--- src/logic/ldcb_pkg.sv ---
package ldcb_pkg;
  // chip-level indices that the bank depends on
  localparam logic [7:0] IDX_LDN = 8'h07;
  localparam logic [7:0] IDX_PWR = 8'h22;
  // per-device indices
  localparam logic [7:0] IDX_ACT = 8'h30;
  localparam logic [7:0] IDX_CTL_LO = 8'h31;
  localparam logic [7:0] IDX_MEM_HI = 8'h5F;
  localparam logic [7:0] IDX_BHI = 8'h60;
  localparam logic [7:0] IDX_BLO = 8'h61;
  localparam logic [7:0] IDX_B2HI = 8'h62;
  localparam logic [7:0] IDX_B2LO = 8'h63;
  localparam logic [7:0] IDX_BASE_END = 8'h6F;
  localparam logic [7:0] IDX_IRQA = 8'h70;
  localparam logic [7:0] IDX_IRQA_GAP = 8'h71;
  localparam logic [7:0] IDX_IRQB = 8'h72;
  localparam logic [7:0] IDX_IRQB_GAP = 8'h73;
  localparam logic [7:0] IDX_DMA = 8'h74;
  localparam logic [7:0] IDX_DMA_GAP = 8'h75;
  localparam logic [7:0] IDX_UNIMP_LO = 8'h76;
  localparam logic [7:0] IDX_UNIMP_HI = 8'hDF;
  localparam logic [7:0] IDX_VEND_LO = 8'hE0;
  localparam logic [7:0] IDX_TOP = 8'hFF;
  // reset values
  localparam logic [7:0] RST_BYTE = 8'h00;
  localparam logic [7:0] DMA_RST = 8'h04;
  // logical device numbers
  localparam logic [2:0] LD_FLOPPY = 3'h0;
  localparam logic [2:0] LD_PAR = 3'h3;
  localparam logic [2:0] LD_SER1 = 3'h4;
  localparam logic [2:0] LD_SER2 = 3'h5;
  localparam logic [2:0] LD_KBD = 3'h7;
  localparam int NUM_LD = 8;
  // feature masks, one bit per logical device number
  localparam logic [7:0] BANK_MASK = 8'hB9;
  localparam logic [7:0] BASE_MASK = 8'h39;
  localparam logic [7:0] BASE2_MASK = 8'h20;
  localparam logic [7:0] DMA_MASK = 8'h29;
  localparam logic [7:0] IRQB_MASK = 8'h80;
  // power bits sit at the device number of their function
  localparam logic [7:0] PWR_MASK = 8'h39;
  // host decode window, low 12 address bits only
  localparam int DEC_BITS = 12;
  localparam logic [11:0] BASE_MIN = 12'h100;
  localparam logic [11:0] BASE_MAX8 = 12'hFF8;
  localparam logic [11:0] BASE_MAX4 = 12'hFFC;
  localparam logic [11:0] KBD_PORT0 = 12'h060;
  localparam logic [11:0] KBD_PORT1 = 12'h064;

  function automatic logic ldcb_has(input logic [7:0] m, input logic [7:0] ld);
    return (ld < 8'h08) && m[ld[2:0]];
  endfunction : ldcb_has
endpackage : ldcb_pkg

--- src/logic/ldcb_decode.sv ---
`timescale 1ns/1ps
module ldcb_decode #(
  parameter int ALIGN = 8,
  parameter logic [11:0] MAXB = ldcb_pkg::BASE_MAX8
) (
  input wire logic sys_clk,
  input wire logic rst,
  input wire logic active,
  input wire logic [15:0] base,
  input wire logic host_cyc,
  input wire logic [15:0] host_addr,
  output logic hit
);
  typedef struct packed {
    logic hit;
  } ldcb_dec_t;
  ldcb_dec_t s, n;
  logic valid;
  logic [11:0] amask;

  assign amask = ~(12'(ALIGN) - 12'h001);
  // out-of-range base parks this decoder only; a second base of the same device still decodes
  assign valid = (base[15:12] == 4'h0) && (base[11:0] >= ldcb_pkg::BASE_MIN) &&
                 (base[11:0] <= MAXB) && ((base[11:0] & ~amask) == 12'h000); // RULE18 RULE21

  always_comb begin
    n = s;
    // upper address bits never take part
    n.hit = host_cyc && active && valid &&
            ((host_addr[11:0] & amask) == base[11:0]); // RULE22 RULE23
  end

  always_ff @(posedge sys_clk or posedge rst) begin
    if (rst) begin
      s <= '0;
    end else begin
      s <= n;
    end
  end

  assign hit = s.hit;
endmodule : ldcb_decode

--- src/logic/ldcb_irq_route.sv ---
`timescale 1ns/1ps
module ldcb_irq_route (
  input wire logic sys_clk,
  input wire logic rst,
  input wire logic [7:0] dev_on,
  input wire logic [7:0] dev_irq,
  input wire logic kbd_irq_b,
  input wire logic [7:0][7:0] sel_a,
  input wire logic [7:0] sel_b,
  output logic [15:0] irq_line
);
  typedef struct packed {
    logic [15:0] line;
  } ldcb_irq_t;
  ldcb_irq_t s, n;

  // level 0 means no line; active-high so a rising request is a rising edge
  always_comb begin
    n = s;
    n.line = 16'h0000;
    for (int i = 0; i < ldcb_pkg::NUM_LD; i++) begin
      if (dev_on[i] && dev_irq[i] && (sel_a[i][3:0] != 4'h0)) begin
        n.line[sel_a[i][3:0]] = 1'b1; // RULE11
      end
    end
    if (dev_on[ldcb_pkg::LD_KBD] && kbd_irq_b && (sel_b[3:0] != 4'h0)) begin
      n.line[sel_b[3:0]] = 1'b1; // RULE10
    end
  end

  always_ff @(posedge sys_clk or posedge rst) begin
    if (rst) begin
      s <= '0;
    end else begin
      s <= n;
    end
  end

  assign irq_line = s.line;
endmodule : ldcb_irq_route

--- src/logic/ldcb_bank.sv ---
`timescale 1ns/1ps
// Contract
// RULE1: one register bank per logical device, chosen by device number register.
// RULE2: host writes index port, then reads or writes data port.
// RULE3: bank registers reachable only in configuration state.
// RULE4: activate register bit 0 turns selected device on; rest reserved.
// RULE5: indices 0x31 to 0x5F ignore writes, read zero.
// RULE6: primary base is high byte at 0x60, low byte 0x61.
// RULE7: second base from 0x62 high and 0x63 low where used.
// RULE8: unused base registers 0x60 to 0x6F ignore writes, read zero.
// RULE9: every bank has interrupt select at 0x70, reset zero.
// RULE10: only keyboard bank has second interrupt select at 0x72.
// RULE11: routed interrupts default to rising-edge active-high.
// RULE12: 0x71, 0x73, 0x76 to 0xDF unimplemented, read zero.
// RULE13: dma select at 0x74, reset 0x04, floppy, second serial, parallel only.
// RULE14: 0x75 unimplemented in every bank.
// RULE15: 0xE0 to 0xFE vendor reserved, 0xFF reserved.
// RULE16: device on when activate bit or power bit is set.
// RULE17: writing activate or power bit updates the other.
// RULE18: base outside permitted range means host cycles ignored.
// RULE19: activate, base, interrupt selects reset to zero.
// RULE20: power register bits: 0 floppy, 3 parallel, 4 and 5 serial.
// RULE21: floppy and serial bases 0x100 to 0xFF8, eight-byte aligned.
// RULE22: base decode uses host address bits 11 to 0.
// RULE23: inactive device does not decode its base.
// RULE24: activate bits 7 to 1 read zero.
module ldcb_bank (
  input wire logic sys_clk,
  input wire logic rst,
  input wire logic cfg_state,
  input wire logic idx_wr,
  input wire logic data_wr,
  input wire logic data_rd,
  input wire logic [7:0] wr_data,
  input wire logic host_cyc,
  input wire logic [15:0] host_addr,
  input wire logic [7:0] dev_irq,
  input wire logic kbd_irq_b,
  output logic [7:0] rd_data,
  output logic [7:0] dev_on,
  output logic [7:0] dev_hit,
  output logic sec_hit,
  output logic [7:0][15:0] dev_base,
  output logic [7:0][2:0] dma_chan,
  output logic [15:0] irq_line
);
  typedef struct packed {
    logic [7:0] idx;
    logic [7:0] ldn;
    logic [7:0] act;
    logic [7:0] pwr;
    logic [7:0][7:0] b_hi;
    logic [7:0][7:0] b_lo;
    logic [7:0] b2_hi;
    logic [7:0] b2_lo;
    logic [7:0][7:0] irq_a;
    logic [7:0] irq_b;
    logic [7:0][7:0] dma;
    logic [7:0] rd_data;
    logic [7:0] on;
    logic kbd_hit;
  } ldcb_bank_t;

  ldcb_bank_t s, n;
  logic [2:0] bk;
  logic bank_ok;
  logic has_base;
  logic has_b2;
  logic has_irqb;
  logic has_dma;
  logic cfg_wr;
  logic [7:0] rv;
  logic [7:0] reloc_hit;

  assign bk = s.ldn[2:0];
  assign bank_ok = ldcb_pkg::ldcb_has(ldcb_pkg::BANK_MASK, s.ldn); // RULE1
  assign has_base = ldcb_pkg::ldcb_has(ldcb_pkg::BASE_MASK, s.ldn); // RULE8
  assign has_b2 = ldcb_pkg::ldcb_has(ldcb_pkg::BASE2_MASK, s.ldn); // RULE7
  assign has_irqb = ldcb_pkg::ldcb_has(ldcb_pkg::IRQB_MASK, s.ldn); // RULE10
  assign has_dma = ldcb_pkg::ldcb_has(ldcb_pkg::DMA_MASK, s.ldn); // RULE13
  // no path touches the bank outside configuration state
  assign cfg_wr = cfg_state && data_wr; // RULE3

  // read mux for the register addressed by the index port
  always_comb begin
    rv = ldcb_pkg::RST_BYTE;
    case (s.idx)
      ldcb_pkg::IDX_LDN: rv = s.ldn;
      ldcb_pkg::IDX_PWR: rv = s.pwr;
      ldcb_pkg::IDX_ACT: begin
        if (bank_ok) begin
          rv = {7'h00, s.act[bk]}; // RULE4 RULE24
        end
      end
      ldcb_pkg::IDX_BHI: begin
        if (has_base) begin
          rv = s.b_hi[bk]; // RULE6
        end
      end
      ldcb_pkg::IDX_BLO: begin
        if (has_base) begin
          rv = s.b_lo[bk]; // RULE6
        end
      end
      ldcb_pkg::IDX_B2HI: begin
        if (has_b2) begin
          rv = s.b2_hi; // RULE7
        end
      end
      ldcb_pkg::IDX_B2LO: begin
        if (has_b2) begin
          rv = s.b2_lo; // RULE7
        end
      end
      ldcb_pkg::IDX_IRQA: begin
        if (bank_ok) begin
          rv = s.irq_a[bk]; // RULE9
        end
      end
      ldcb_pkg::IDX_IRQB: begin
        if (has_irqb) begin
          rv = s.irq_b; // RULE10
        end
      end
      ldcb_pkg::IDX_DMA: begin
        if (has_dma) begin
          rv = s.dma[bk]; // RULE13
        end
      end
      // reserved, unimplemented and vendor indices all read zero
      default: rv = ldcb_pkg::RST_BYTE; // RULE5 RULE12 RULE14 RULE15
    endcase
  end

  always_comb begin
    n = s;
    if (cfg_state && idx_wr) begin
      n.idx = wr_data; // RULE2
    end
    if (cfg_wr) begin
      case (s.idx)
        ldcb_pkg::IDX_LDN: n.ldn = wr_data; // RULE1
        ldcb_pkg::IDX_PWR: begin
          // power bits mirror into activate bits of the same device
          n.pwr = wr_data & ldcb_pkg::PWR_MASK; // RULE20
          n.act = (s.act & ~ldcb_pkg::PWR_MASK) | (wr_data & ldcb_pkg::PWR_MASK); // RULE17
        end
        ldcb_pkg::IDX_ACT: begin
          if (bank_ok) begin
            n.act[bk] = wr_data[0]; // RULE4
            if (ldcb_pkg::PWR_MASK[bk]) begin
              n.pwr[bk] = wr_data[0]; // RULE17
            end
          end
        end
        ldcb_pkg::IDX_BHI: begin
          if (has_base) begin
            n.b_hi[bk] = wr_data; // RULE6
          end
        end
        ldcb_pkg::IDX_BLO: begin
          if (has_base) begin
            n.b_lo[bk] = wr_data; // RULE6
          end
        end
        ldcb_pkg::IDX_B2HI: begin
          if (has_b2) begin
            n.b2_hi = wr_data; // RULE7
          end
        end
        ldcb_pkg::IDX_B2LO: begin
          if (has_b2) begin
            n.b2_lo = wr_data; // RULE7
          end
        end
        ldcb_pkg::IDX_IRQA: begin
          if (bank_ok) begin
            n.irq_a[bk] = wr_data; // RULE9
          end
        end
        ldcb_pkg::IDX_IRQB: begin
          if (has_irqb) begin
            n.irq_b = wr_data; // RULE10
          end
        end
        ldcb_pkg::IDX_DMA: begin
          if (has_dma) begin
            n.dma[bk] = wr_data; // RULE13
          end
        end
        // everything else drops the write
        // must not touch the index: an index write may share this cycle
        default: begin end // RULE5 RULE8 RULE12 RULE14 RULE15
      endcase
    end
    if (data_rd) begin
      n.rd_data = cfg_state ? rv : ldcb_pkg::RST_BYTE; // RULE3
    end
    n.on = n.act | n.pwr; // RULE16
    // keyboard ports are fixed, not relocatable
    n.kbd_hit = host_cyc && s.on[ldcb_pkg::LD_KBD] &&
                ((host_addr[11:0] == ldcb_pkg::KBD_PORT0) ||
                 (host_addr[11:0] == ldcb_pkg::KBD_PORT1)); // RULE22 RULE23
  end

  always_ff @(posedge sys_clk or posedge rst) begin
    if (rst) begin
      s <= '0; // RULE19
      s.dma <= {8{ldcb_pkg::DMA_RST}}; // RULE13
    end else begin
      s <= n;
    end
  end

  // relocatable decoders; parallel port accepts four-byte alignment
  for (genvar i = 0; i < ldcb_pkg::NUM_LD; i++) begin : g_dec
    if (ldcb_pkg::BASE_MASK[i]) begin : g_on
      localparam int AL = (i == int'(ldcb_pkg::LD_PAR)) ? 4 : 8;
      localparam logic [11:0] MX = (i == int'(ldcb_pkg::LD_PAR)) ?
                                   ldcb_pkg::BASE_MAX4 : ldcb_pkg::BASE_MAX8;
      ldcb_decode #(.ALIGN(AL), .MAXB(MX)) u_dec (
        .sys_clk(sys_clk),
        .rst(rst),
        .active(s.on[i]),
        .base({s.b_hi[i], s.b_lo[i]}),
        .host_cyc(host_cyc),
        .host_addr(host_addr),
        .hit(reloc_hit[i])
      ); // RULE18 RULE21 RULE23
    end else begin : g_off
      assign reloc_hit[i] = 1'b0;
    end
  end

  ldcb_decode #(.ALIGN(8), .MAXB(ldcb_pkg::BASE_MAX8)) u_dec2 (
    .sys_clk(sys_clk),
    .rst(rst),
    .active(s.on[ldcb_pkg::LD_SER2]),
    .base({s.b2_hi, s.b2_lo}),
    .host_cyc(host_cyc),
    .host_addr(host_addr),
    .hit(sec_hit)
  ); // RULE7

  ldcb_irq_route u_irq (
    .sys_clk(sys_clk),
    .rst(rst),
    .dev_on(s.on),
    .dev_irq(dev_irq),
    .kbd_irq_b(kbd_irq_b),
    .sel_a(s.irq_a),
    .sel_b(s.irq_b),
    .irq_line(irq_line)
  ); // RULE11

  always_comb begin
    dev_hit = reloc_hit;
    dev_hit[ldcb_pkg::LD_KBD] = s.kbd_hit;
  end

  for (genvar i = 0; i < ldcb_pkg::NUM_LD; i++) begin : g_out
    assign dev_base[i] = {s.b_hi[i], s.b_lo[i]};
    assign dma_chan[i] = s.dma[i][2:0];
  end

  assign rd_data = s.rd_data;
  assign dev_on = s.on;
endmodule : ldcb_bank

--- config.mk ---
export PLATFORM = sky130hd
export DESIGN_NAME = ldcb_bank
export DESIGN_NICKNAME = d
export VERILOG_FILES = /design/src/logic/ldcb_pkg.sv /design/src/logic/ldcb_decode.sv /design/src/logic/ldcb_irq_route.sv /design/src/logic/ldcb_bank.sv
export SDC_FILE = /design/constraint.sdc
export NUM_CORES = 1
export LEC_CHECK = 0
export BUFFER_PORTS_ARGS = -buffer_cell sky130_fd_sc_hd__buf_4
export CORE_MARGIN = 2
export CORE_UTILIZATION = 55
export CTS_CLUSTER_DIAMETER = 200
export DETAILED_ROUTE_END_ITERATION = 8
export HOLD_SLACK_MARGIN = 0.06
export PLACE_DENSITY = 0.8
export SLEW_MARGIN = 20
export SYNTH_ARGS = -nofsm -noshare
export SYNTH_HDL_FRONTEND = slang
export SYNTH_SLANG_ARGS = --single-unit
--- constraint.sdc ---
create_clock -name sys_clk -period 19.25 [get_ports sys_clk]
set_clock_uncertainty 0.15 [all_clocks]
set_input_delay 5.775 -clock sys_clk [delete_from_list [all_inputs] [get_ports sys_clk]]
set_output_delay 5.775 -clock sys_clk [all_outputs]
set_load 0.01 [all_outputs]
==> flow_metrics.tcl <==
set metrics [dict create \
    status "finished clean" \
    clock.fmax_ghz 0.1235 \
    fin_setup_tns_ns 0 \
    finalMaxSlewViolations 0 \
    cp.required_ns 19.51 \
    synth_area_leaders "dfrtp_1, mux2_2, buf_4" \
    grt_use_met2 0.5228 \
    p_per_area_nw_per_um2 80.70 \
    dieArea_sq_um 35670 \
    fin_cells 2099 \
    wl_per_cell_um 28.92 \
    htreeDepth 2 \
    drc_errors 0 \
    top_usage_layer "met2" \
    worstPathMaxFanout 11 \
    die_y_um 188.9 \
    hold_class "reg -> reg" \
    track_usage 0.3404 \
    final_layout_size_suffix_gt1_frac 0.3895 \
    row_count 67 \
    syn2layout_area_growth_pct 9.141 \
    ant_nets 0 \
    syn-mean-instance-area_sq_um 11.32 \
    leakagePower_nw 9.724 \
    rsz0062_at_grt "false" \
    synthDominantCellAreaShare 0.4554 \
    reg2reg_depth 8 \
    n_fill_cell 2646 \
    vias 14240 \
    start_util 0.5591 \
    cts.repair.resized 0 \
    finalNetCount 1669 \
    io_pins 233 \
    post-route-period-util 0.4208 \
    cts_setup_buffers 0 \
    grt_pass1_vias 14110 \
    ys_types 69 \
    dp_hpwl_mm 42.47 \
    syn_area_sq_um 18790 \
    reg2reg_from "bk[1]" \
    critical_path_class "in -> reg" \
    hold_ws_ns 0.2488 \
    via_per_inst 6.783 \
    setup-violations-final 0 \
    core_area_sq_um 33620 \
    synth_warnings 0 \
    clk_latency_ns 0.54 \
    grt_pass1_wl_mm 90.97 \
    numPortBuffers 225 \
    grt-ovfl-total 0 \
    syn_inst 1660 \
    clock-root-buffer "clkbuf_16" \
    ys_ff_latch 350 \
    grt_start_max_net_pins 169 \
    crit_arrival_ns 8.36 \
    mostFrequentLayoutCell "dfrtp_1" \
    async_reset_ff_frac 1.000 \
    diodes 0 \
    yosysSeqAreaShare 0.4665 \
    cts_max_path_buffers 3 \
    final_cell_mix "dfrtp_1, mux2_2, buf_4, nand2_1, nor2_1" \
    cap_violations 0 \
    cts_tree "built" \
    cts_buffers 37 \
    final_core_util 0.6102 \
    ys.flop_type "dfrtp_1" \
    drtIter0Drc 1971 \
    chipWidth_um 188.9 \
    gr-usage-met3 0.08378 \
    dp_cells 2035 \
    cts_hold_buffers 0 \
    antenna_found_initial 1 \
    holdPathStages 0 \
    hold_viol_final 0 \
    max-vdd-ir-drop_mv 0.06027 \
    endpoint_kind "flop" \
    place.gp.congestion 0.9662 \
    slew_headroom 0.2526 \
    drtPass1Iterations 6 \
    worst_pin_slew_ns 1.093 \
    cts.sinks 350 \
    synth_area_leader_cell "dfrtp_1" \
    clkTransAtPathRegs_ns 0.06 \
    synth-edff-count 0 \
    r2r_slack_ns 14.98 \
    drt_wl_total_mm 60.70 \
    use_met1 0.4631 \
    period_needed_ns 8.100 \
    critPathLaunchType "input port" \
]
## metal layers
| metal | vias up | routed length (um) |
|---|---|---|
| met3 | 207 | 7070 |
| li1 | 5806 | - |
| met5 | - | 0 |
| met4 | 0 | 2958 |
| met1 | 7189 | 23100 |
| met2 | 1036 | 27570 |
## synth_stat cells, types with 6 or more instances
library cell  count
nand2b_1         26
mux2i_1          21
nor2b_1          17
o221ai_1         22
buf_1             9
o32ai_1          10
a221oi_1         14
clkbuf_1        113
xor2_1           11
or3_1             6
a22oi_1           7
nand4_1          23
o22ai_1          36
nand2_1         106
mux4_2           36
dfrtp_1         342
nor4_1           33
buf_4           176
nand4b_1          6
nor3_1           46
nand2_2          12
xnor2_1          30
inv_1            18
buf_2            12
a31oi_1           9
or2_2             9
o21ai_0          35
nand3_1          26
nor2_1           49
or4_1             6
mux2_2          271
a21oi_1          23
a32oi_1           6
dfstp_2           8
## power by group
group	internal [mW]	switching [mW]	total, mW
logic	0.0572	0.100	0.157
clock network	0.416	0.299	0.715
registers	0.751	0.0321	0.783
## through the flow
step	area [sq um]	worst slack [ns]	total power [mW]
3_3_place_gp	19310	10.73	0.9442
2_1_floorplan	18810	3.631	0.8897
6_report	20510	11.15	1.655
3_5_place_dp	19310	10.71	0.9479
4_1_cts	20510	11.24	1.654
5_1_grt	20510	11.10	1.700
## worst max path at each step
stage | from | endpoint | slack [ns] | cells past startpoint
3_3_place_gp | cfg_state | flop | 10.73 | 6
4_1_cts | cfg_state | flop | 11.24 | 6
5_1_grt | cfg_state | flop | 11.10 | 6
3_5_place_dp | cfg_state | flop | 10.71 | 6
2_1_floorplan | rst | async pin | 3.63 | 1
6_report | cfg_state | flop | 11.15 | 6
## area by class of cell
type	count	area, sq um	area share
clock buffer	55	1075	0.05240
clock inverter	9	125.1	0.006100
inverter	18	75.07	0.003660
multi-input combinational	985	8133	0.3965
sequential	350	8775	0.4278
tap	448	560.5	0.02733
timing repair buffer	234	1769	0.08625
## critical path, cell delays in order
cell,delay (ns)
buf_4,0.12
nand2_1,0.29
or4_1,0.65
nor3_2,0.67
nand2_2,0.43
mux2_2,0.41
## cell families after synthesis
logic type               Yosys count  share of synthesized area
adder cells (fa/ha/maj)            3                   0.001997
AO/OA/AOI/OAI                    207                    0.07776
multiplexers                     330                     0.2179
flip-flops                       350                     0.4665
AND/OR/NAND/NOR                  400                     0.1150
buffers and inverters            328                     0.1015
XOR/XNOR                          41                    0.01911
other                              1                  0.0001995
Power figures use the tool's default switching activity.
